[config.mk]
export PLATFORM = sky130hd
export DESIGN_NAME = stp_timer
export DESIGN_NICKNAME = d
export VERILOG_FILES = /design/src/inc/stp_pkg.sv /design/src/rtl/stp_timer.sv
export SDC_FILE = /design/constraint.sdc
export NUM_CORES = 1
export LEC_CHECK = 0
export ABC_AREA = 1
export BUFFER_PORTS_ARGS = -buffer_cell sky130_fd_sc_hd__buf_2
export CELL_PAD_IN_SITES_DETAIL_PLACEMENT = 1
export CELL_PAD_IN_SITES_GLOBAL_PLACEMENT = 1
export CORE_AREA = 2 2 119 121
export DETAILED_ROUTE_END_ITERATION = 10
export DIE_AREA = 0 0 121 123
export GPL_TIMING_DRIVEN = 0
export PLACE_DENSITY = 0.71
export SYNTH_ARGS = -nofsm -noshare
export SYNTH_HDL_FRONTEND = slang
export SYNTH_SLANG_ARGS = --single-unit
[constraint.sdc]
create_clock -name clk_sys_i -period 3.8 [get_ports clk_sys_i]
set_input_delay 0 -clock clk_sys_i [delete_from_list [all_inputs] [get_ports clk_sys_i]]
set_output_delay 0 -clock clk_sys_i [all_outputs]
set_load 0.05 [all_outputs]
[src/inc/stp_pkg.sv]
// package for the standard timer pulse / capture block: register map and field constants
package stp_pkg;
    // -----------------------------------------------------------------
    // register offsets (byte addresses, one 8-bit register per address)
    // -----------------------------------------------------------------
    localparam logic [3:0] ADDR_CTRL0   = 4'h0; // run bit, ext-trigger enable
    localparam logic [3:0] ADDR_CTRL1   = 4'h1; // mode, pin function, level, swap
    localparam logic [3:0] ADDR_CNT_LO  = 4'h2; // counter bits 7..0 (read only)
    localparam logic [3:0] ADDR_CNT_HI  = 4'h3; // counter bits 15..8 (read only)
    localparam logic [3:0] ADDR_CMPA_LO = 4'h4; // compare A bits 7..0
    localparam logic [3:0] ADDR_CMPA_HI = 4'h5; // compare A bits 15..8
    localparam logic [3:0] ADDR_CMPP    = 4'h6; // compare P, 8 bits
    localparam logic [3:0] ADDR_STATUS  = 4'h7; // event flags, write 1 to clear

    // -----------------------------------------------------------------
    // field positions
    // -----------------------------------------------------------------
    localparam int C0_RUN      = 3; // counter_run_bit
    localparam int C0_EXT_EN   = 0; // ext_clock_pin trigger enable
    localparam int C1_MODE_HI  = 7; // mode_select_hi
    localparam int C1_MODE_LO  = 6; // mode_select_lo
    localparam int C1_PIN_HI   = 5; // pin_function_hi
    localparam int C1_PIN_LO   = 4; // pin_function_lo
    localparam int C1_INIT_LVL = 3; // output_initial_level
    localparam int C1_INVERT   = 2; // output_invert
    localparam int C1_SWAP     = 1; // pwm_role_swap
    localparam int C1_CLR_SEL  = 0; // counter_clear_select
    localparam int ST_A_FLAG   = 0; // compare A match or capture event
    localparam int ST_P_FLAG   = 1; // compare P match event

    // -----------------------------------------------------------------
    // reset values and field encodings
    // -----------------------------------------------------------------
    localparam logic [7:0]  RST_BYTE    = 8'h00;
    localparam logic [15:0] RST_WORD    = 16'h0000;
    localparam logic [1:0]  MODE_CMP    = 2'h0;
    localparam logic [1:0]  MODE_CAP    = 2'h1;
    localparam logic [1:0]  MODE_PWM    = 2'h2;
    localparam logic [1:0]  MODE_TMR    = 2'h3;
    localparam logic [1:0]  PIN_INACT   = 2'h0; // pwm forced inactive / capture rising
    localparam logic [1:0]  PIN_ACT     = 2'h1; // pwm forced active / capture falling
    localparam logic [1:0]  PIN_PWM     = 2'h2; // pwm output / capture both edges
    localparam logic [1:0]  PIN_PULSE   = 2'h3; // single pulse / capture disabled
    localparam logic [15:0] CNT_MAX     = 16'hFFFF;
    localparam logic [7:0]  CMPP_ZERO   = 8'h00;
    localparam logic [7:0]  TMR_DIV     = 8'h04; // timer tick = system clock / 4
endpackage

[src/rtl/stp_timer.sv]
// 16-bit standard timer: swapped-role pwm, single pulse output and capture input
module stp_timer
    import stp_pkg::*;
(
    input  wire logic       clk_sys_i,     // system clock, 100 MHz
    input  wire logic       rst_n_i,       // asynchronous reset, active low
    input  wire logic [3:0] addr_i,        // register address
    input  wire logic [7:0] wdata_i,       // write data
    input  wire logic       wr_i,          // write strobe
    input  wire logic       rd_i,          // read strobe
    input  wire logic       ext_clock_pin_i,     // external trigger pin
    input  wire logic       capture_input_pin_i, // capture input pin
    output logic      [7:0] rdata_o,       // read data, cycle after strobe
    output logic            timer_out_o,   // timer output pin
    output logic            timer_irq_o    // one-cycle interrupt request pulse
);
    import stp_pkg::*;

    // -----------------------------------------------------------------
    // reset release and pin synchronisers
    // -----------------------------------------------------------------
    logic [1:0] rst_sync;     // reset release chain
    logic       rst_n;        // synchronised reset
    logic [1:0] ext_sync;     // ext pin chain
    logic [1:0] cap_sync;     // capture pin chain
    logic       ext_prev;     // previous synchronised ext pin
    logic       cap_prev;     // previous synchronised capture pin

    always_ff @(posedge clk_sys_i or negedge rst_n_i)
    begin
        if (!rst_n_i)
            rst_sync <= 2'h0;
        else
            rst_sync <= {rst_sync[0], 1'b1};
    end
    assign rst_n = rst_sync[1];

    // two-flop synchronisers, then a third flop for edge detection
    always_ff @(posedge clk_sys_i or negedge rst_n)
    begin
        if (!rst_n)
        begin
            ext_sync <= 2'h0;
            cap_sync <= 2'h0;
            ext_prev <= 1'b0;
            cap_prev <= 1'b0;
        end
        else
        begin
            ext_sync <= {ext_sync[0], ext_clock_pin_i};
            cap_sync <= {cap_sync[0], capture_input_pin_i};
            ext_prev <= ext_sync[1];
            cap_prev <= cap_sync[1];
        end
    end

    // -----------------------------------------------------------------
    // registers
    // -----------------------------------------------------------------
    logic [7:0]  ctrl0;        // run bit and trigger enable
    logic [7:0]  ctrl1;        // mode and pin configuration
    logic [15:0] counter;      // main up counter
    logic [15:0] cmp_a;        // compare A / capture value
    logic [7:0]  cmp_p;        // compare P
    logic [1:0]  flags;        // sticky event flags
    logic        run_prev;     // run bit last cycle
    logic [7:0]  div_cnt;      // tick divider
    logic        tick;         // timer clock enable pulse
    logic        out_q;        // output level

    // -----------------------------------------------------------------
    // decode
    // -----------------------------------------------------------------
    wire [1:0] mode      = {ctrl1[C1_MODE_HI], ctrl1[C1_MODE_LO]};
    wire [1:0] pin_fn    = {ctrl1[C1_PIN_HI], ctrl1[C1_PIN_LO]};
    wire       run       = ctrl0[C0_RUN];
    wire       run_rise  = run & ~run_prev;
    wire       is_pwm    = (mode == MODE_PWM) && (pin_fn != PIN_PULSE);
    wire       is_pulse  = (mode == MODE_PWM) && (pin_fn == PIN_PULSE);
    wire       is_cap    = (mode == MODE_CAP);
    wire       swap      = ctrl1[C1_SWAP];
    wire       act_lvl   = ~ctrl1[C1_INIT_LVL] ^ ctrl1[C1_INVERT];
    wire       init_lvl  = ctrl1[C1_INIT_LVL];

    // compare P against the high byte; zero means full 65536 count
    function automatic logic p_match(input logic [15:0] cnt, input logic [7:0] p);
        if (p == CMPP_ZERO)
            return cnt == CNT_MAX;
        else
            return (cnt[15:8] == p - 8'h01) && (cnt[7:0] == 8'hFF);
    endfunction

    wire       cnt_en    = run & tick;
    wire       a_hit     = cnt_en && (counter == cmp_a);
    wire       p_hit     = cnt_en && p_match(counter, cmp_p);
    // pwm clear chosen by swap bit only, counter_clear_select ignored
    wire       pwm_clr   = swap ? a_hit : p_hit;
    wire       cap_edge  = (cap_sync[1] ^ cap_prev) &&
                           ((pin_fn == PIN_PWM) ||
                            (pin_fn == PIN_INACT && cap_sync[1]) ||
                            (pin_fn == PIN_ACT && !cap_sync[1]));
    wire       do_cap    = is_cap && run && cap_edge;
    wire       ext_trig  = is_pulse && ctrl0[C0_EXT_EN] && ext_sync[1] && !ext_prev;
    wire       pulse_end = is_pulse && a_hit;
    // duty: swapped uses P*256 with zero meaning 65536, else compare A
    wire [16:0] duty     = swap ? ((cmp_p == CMPP_ZERO) ? 17'h10000 : {1'b0, cmp_p, 8'h00})
                                : {1'b0, cmp_a};
    wire       pwm_act   = {1'b0, counter} < duty;
    wire       wr_ctrl0  = wr_i && (addr_i == ADDR_CTRL0);
    wire       ev_a      = (is_pulse && a_hit) || do_cap || (is_pwm && a_hit);
    wire       ev_p      = (is_cap && p_hit) || (is_pwm && p_hit);

    // -----------------------------------------------------------------
    // timer tick divider
    // -----------------------------------------------------------------
    always_ff @(posedge clk_sys_i or negedge rst_n)
    begin
        if (!rst_n)
        begin
            div_cnt <= RST_BYTE;
            tick    <= 1'b0;
        end
        else
        begin
            div_cnt <= (div_cnt == TMR_DIV - 8'h01) ? RST_BYTE : div_cnt + 8'h01;
            tick    <= (div_cnt == TMR_DIV - 8'h01);
        end
    end

    // -----------------------------------------------------------------
    // control registers; hardware sets/clears of run win over software
    // -----------------------------------------------------------------
    always_ff @(posedge clk_sys_i or negedge rst_n)
    begin
        if (!rst_n)
        begin
            ctrl0    <= RST_BYTE;
            ctrl1    <= RST_BYTE;
            cmp_p    <= RST_BYTE;
            run_prev <= 1'b0;
        end
        else
        begin
            run_prev <= run;
            if (wr_ctrl0)
                ctrl0 <= wdata_i;
            if (wr_i && addr_i == ADDR_CTRL1)
                ctrl1 <= wdata_i;
            if (wr_i && addr_i == ADDR_CMPP)
                cmp_p <= wdata_i;
            if (ext_trig)
                ctrl0[C0_RUN] <= 1'b1;
            else if (pulse_end)
                ctrl0[C0_RUN] <= 1'b0;
        end
    end

    // -----------------------------------------------------------------
    // counter and compare A / capture register
    // -----------------------------------------------------------------
    always_ff @(posedge clk_sys_i or negedge rst_n)
    begin
        if (!rst_n)
        begin
            counter <= RST_WORD;
            cmp_a   <= RST_WORD;
        end
        else
        begin
            // capture wins over a software write in the same cycle
            if (do_cap)
                cmp_a <= counter;
            else if (wr_i && addr_i == ADDR_CMPA_LO)
                cmp_a[7:0] <= wdata_i;
            else if (wr_i && addr_i == ADDR_CMPA_HI)
                cmp_a[15:8] <= wdata_i;
            // start from zero on every run rising edge
            if (run_rise)
                counter <= RST_WORD;
            else if (cnt_en)
            begin
                if (is_pwm && pwm_clr)
                    counter <= RST_WORD;
                else if (is_cap && p_hit)
                    counter <= RST_WORD;
                else if (!is_pwm && !is_cap && !is_pulse && !ctrl1[C1_CLR_SEL] && p_hit)
                    counter <= RST_WORD;
                else if (!is_pwm && !is_cap && !is_pulse && ctrl1[C1_CLR_SEL] && a_hit)
                    counter <= RST_WORD;
                else
                    counter <= counter + 16'h0001;
            end
        end
    end

    // -----------------------------------------------------------------
    // output pin, flags and interrupt
    // -----------------------------------------------------------------
    always_ff @(posedge clk_sys_i or negedge rst_n)
    begin
        if (!rst_n)
        begin
            out_q       <= 1'b0;
            flags       <= 2'h0;
            timer_irq_o <= 1'b0;
        end
        else
        begin
            timer_irq_o <= ev_a | ev_p;
            // set wins over a write-one-to-clear in the same cycle
            flags <= (flags & ~((wr_i && addr_i == ADDR_STATUS) ? wdata_i[1:0] : 2'h0))
                     | {ev_p, ev_a};
            if (is_cap)
                out_q <= out_q;
            else if (run_rise)
                out_q <= is_pulse ? act_lvl : init_lvl;
            else if (is_pulse && (pulse_end || (!run && run_prev)))
                out_q <= init_lvl ^ ctrl1[C1_INVERT];
            else if (is_pwm && pin_fn == PIN_INACT)
                out_q <= ~act_lvl;
            else if (is_pwm && pin_fn == PIN_ACT)
                out_q <= act_lvl;
            else if (is_pwm && run)
                out_q <= pwm_act ? act_lvl : ~act_lvl;
        end
    end
    assign timer_out_o = out_q;

    // -----------------------------------------------------------------
    // register read, data valid the cycle after the strobe
    // -----------------------------------------------------------------
    always_ff @(posedge clk_sys_i or negedge rst_n)
    begin
        if (!rst_n)
            rdata_o <= RST_BYTE;
        else if (rd_i)
        begin
            unique case (addr_i)
                ADDR_CTRL0:   rdata_o <= ctrl0;
                ADDR_CTRL1:   rdata_o <= ctrl1;
                ADDR_CNT_LO:  rdata_o <= counter[7:0];
                ADDR_CNT_HI:  rdata_o <= counter[15:8];
                ADDR_CMPA_LO: rdata_o <= cmp_a[7:0];
                ADDR_CMPA_HI: rdata_o <= cmp_a[15:8];
                ADDR_CMPP:    rdata_o <= cmp_p;
                ADDR_STATUS:  rdata_o <= {6'h00, flags};
                default:      rdata_o <= RST_BYTE; // unmapped reads zero
            endcase
        end
        else
            rdata_o <= RST_BYTE;
    end
endmodule

==> results_dict.tcl <==
set metrics [dict create \
    grt_pass1_wl_mm 29.71 \
    stdcell_count 940 \
    worstMarginPinSlew_ns 0.7680 \
    cts_resized 0 \
    fp.dieH_um 123 \
    power_density_mw_per_mm2 493.1 \
    final_nets 793 \
    setup_viol 0 \
    cp_cell_sequence "inv_1, ha_1, nand4_1, nor3_1, o21ai_0, o21ai_0, ha_1, a21o_1, nor2_1, nand3_1, nand2_1, nand2_1, nand2_1, nand2_1, nand2_1, nand2_1, nand2_1, nand2_1, nand2_1, nand3_1, a21oi_1" \
    cts_tree "yes" \
    routedWlPerCell_um 19.59 \
    cts_setup_buffers 0 \
    max_stage_delay_ns 0.62 \
    power.share.clock 0.285 \
    timing.fmax_ghz 0.2895 \
    finClkSkew_ns 0.01075 \
    maxCapViolCount 0 \
    antenna_cells 0 \
    cp-start-kind "flop" \
    critical_path_required_ns 4.07 \
    drc_errors 0 \
    p_int_w 0.001845 \
    slew_headroom 0.4840 \
    num_vias 5063 \
    syn_area_per_cell_um2 7.560 \
    area_growth_pct 14.14 \
    period_share 0.9090 \
    synth_top_area_frac 0.4021 \
    synth_nets 746 \
    crit_buf_inv 1 \
    start_util 0.3932 \
    overflow 0 \
    yosys_warnings 0 \
    die_w_um 121 \
    core-area_mm2 0.01361 \
    power_switching_w 0.001167 \
    crit_fanout 5 \
    via_per_inst 5.386 \
    yosysUniqueCellTypes 43 \
    ys_top_cells_by_area "dfrtp_1, nand2_1, inv_1" \
    gp_congestion 0.9464 \
    drv_slew 0 \
    layout-drive-gt1-share 0.1026 \
    ios 28 \
    rows 43 \
    dp.cells 916 \
    routed_wirelength_mm 18.41 \
    path_clk_slew_ns 0.07 \
    clock_latency_ns 0.35 \
    firstDrtPassIters 5 \
    fin_crit_ns 3.454 \
    postRouteAntennaNets 0 \
    track_usage 0.2670 \
    clock-root-buffer "clkbuf_16" \
    hold_path.class "in2reg" \
    holdBufCountCts 8 \
    status "complete, no violations" \
    async_reset_ff_frac 1.000 \
    vdd_drop_max_v 0.0002412 \
    cpMostUsedCell "nand2_1" \
    critPathCaptureType "flop" \
    h-tree-depth 3 \
    cts_sinks 86 \
    clock_path_buffers 2 \
    ys_ff_latch 86 \
    syn_inst 708 \
    tns_ns 0 \
    synthFlopType "dfrtp_1" \
    power_frac_comb 0.291 \
    grt_pass1_vias 5240 \
    hpwl_mm 14.40 \
    cp_top_family "simple AND/OR/NAND/NOR gates" \
    swShare 0.3875 \
    yosysSeqAreaShare 0.4021 \
    power_frac_seq 0.424 \
    initialDrtViolationCount 359 \
    p_leak_nw 3.085 \
    numCtsBuffers 9 \
    critical_path_class "reg2reg" \
    arrival_ns 3.72 \
    grt_max_degree 54 \
    dieArea_mm2 0.01488 \
    grt_antenna_before_repair 0 \
    synth-edff-count 0 \
    io_buffers 27 \
    rsz0062_at_grt "false" \
    netlist_area_mm2 0.005353 \
    finalHoldViolCount 0 \
    slowest_stage "nor3_1" \
    synth_most_common_cell "nand2_1" \
    synthTopCellsByCount "nand2_1, inv_1, dfrtp_1" \
    synth_top_cell_by_area "dfrtp_1" \
]
[power by group through the flow]
| stage | clock [W] | combinational, W | sequential [W] |
|---|---|---|---|
| floorplan | 0 | 0.000587 | 0.00125 |
| global placement | 0 | 0.000809 | 0.00130 |
| detailed placement | 0 | 0.000865 | 0.00129 |
| CTS | 0.000876 | 0.000879 | 0.00128 |
| global route | 0.000919 | 0.000996 | 0.00130 |
| finish | 0.000858 | 0.000876 | 0.00128 |
[cell usage in the layout, fill, tap and decap left out, types with 2 or more instances in the layout]
master,count
a2111oi_0,3
a21boi_0,2
a21oi_1,12
a221oi_1,5
a31oi_1,2
a41oi_1,3
buf_2,29
clkbuf_1,9
clkbuf_16,9
clkinv_2,2
clkinv_4,2
dfrtp_1,85
dlygate4sd3_1,8
ha_1,20
inv_1,108
inv_2,4
mux2i_1,2
nand2_1,190
nand2_2,11
nand3_1,34
nand3_2,4
nand3_4,2
nand4_1,9
nor2_1,56
nor2_4,2
nor3_1,12
nor3b_1,2
o21ai_0,55
o221ai_1,15
o22ai_1,11
xnor2_1,12
xor2_1,20
[worst min-delay path, delay by kind of cell]
family                 cells  cell delay [ns]
AO/OA/AOI/OAI              1             0.09
buffers and inverters      2             0.22
[final cells by class]
cell class | instances | area (um2)
Fill cell | 1727 | 7502
Multi-Input combinational cell | 497 | 2720
Sequential cell | 86 | 2156
Inverter | 112 | 420.4
Timing Repair Buffer | 36 | 242.7
Clock buffer | 10 | 239.0
Tap cell | 180 | 225.2
Buffer | 13 | 60.06
Clock inverter | 6 | 46.29
[logic make-up (layout without fill, tap and decap cells)]
group                    count (synthesis)  after routing  synth area share
multiplexers                             2              2          0.003740
buffers and inverters                  125            177           0.08976
AND/OR/NAND/NOR                        328            328            0.2700
flip-flops                              86             86            0.4021
AO/OA/AOI/OAI                          113            113            0.1304
other                                    1              1         0.0007006
XOR/XNOR                                33             33           0.05657
adder cells (fa/ha/maj)                 20             20           0.04675
[metal layers]
metal / vias up / share of wire / global-route usage / wire (um)
li1: 2397 / - / - / -
met1: 2522 / 0.47 / 0.3674 / 8636
met2: 120 / 0.47 / 0.4249 / 8573
met3: 24 / 0.043 / 0.04520 / 787
met4: 0 / 0.022 / 0.09593 / 413
met5: - / 0 / 0 / 0
[worst paths after layout]
check / start / to / slack, ns / cells after the start
setup reg to reg: cmp_p[1] / timer_out_o / 0.35 / 21
hold / removal: wdata_i[6] / cmp_p[6] / 0.004 / 3
max in group asynchronous: rst_sync[1] / counter[9] / 2.88 / 1
setup / recovery: cmp_p[1] / timer_out_o / 0.35 / 21
hold reg to reg: rst_sync[1] / ctrl1[6] / 0.27 / 0
min in group asynchronous: rst_sync[1] / ctrl1[6] / 0.27 / 0
[flip-flops by register name, indices dropped and copies added, names as in the netlist]
name         count
cmp_a           16
counter         16
cmp_p            8
ctrl0            8
ctrl1            8
div_cnt          8
rdata_o          8
cap_sync         2
ext_sync         2
flags            2
rst_sync         2
cap_prev         1
ext_prev         1
run_prev         1
tick             1
timer_irq_o      1
timer_out_o      1
[per-stage QoR]
step / area (um2) / hold WS [ns] / worst slack, ns / power, W / utilization
after floorplan: 5353 / -0.2956 / 1.219 / 0.001833 / -
after global placement: 5713 / -0.2148 / 0.1098 / 0.002104 / 0.4197
after detailed placement: 5744 / -0.2124 / 0.4472 / 0.002158 / 0.4220
after CTS: 6110 / 0.008722 / 0.4064 / 0.003032 / 0.4488
after global routing: 6110 / 0.02077 / 0.06377 / 0.003215 / 0.4488
final: 6110 / 0.003987 / 0.3456 / 0.003013 / 0.4488
Power figures use the tool's default switching activity.
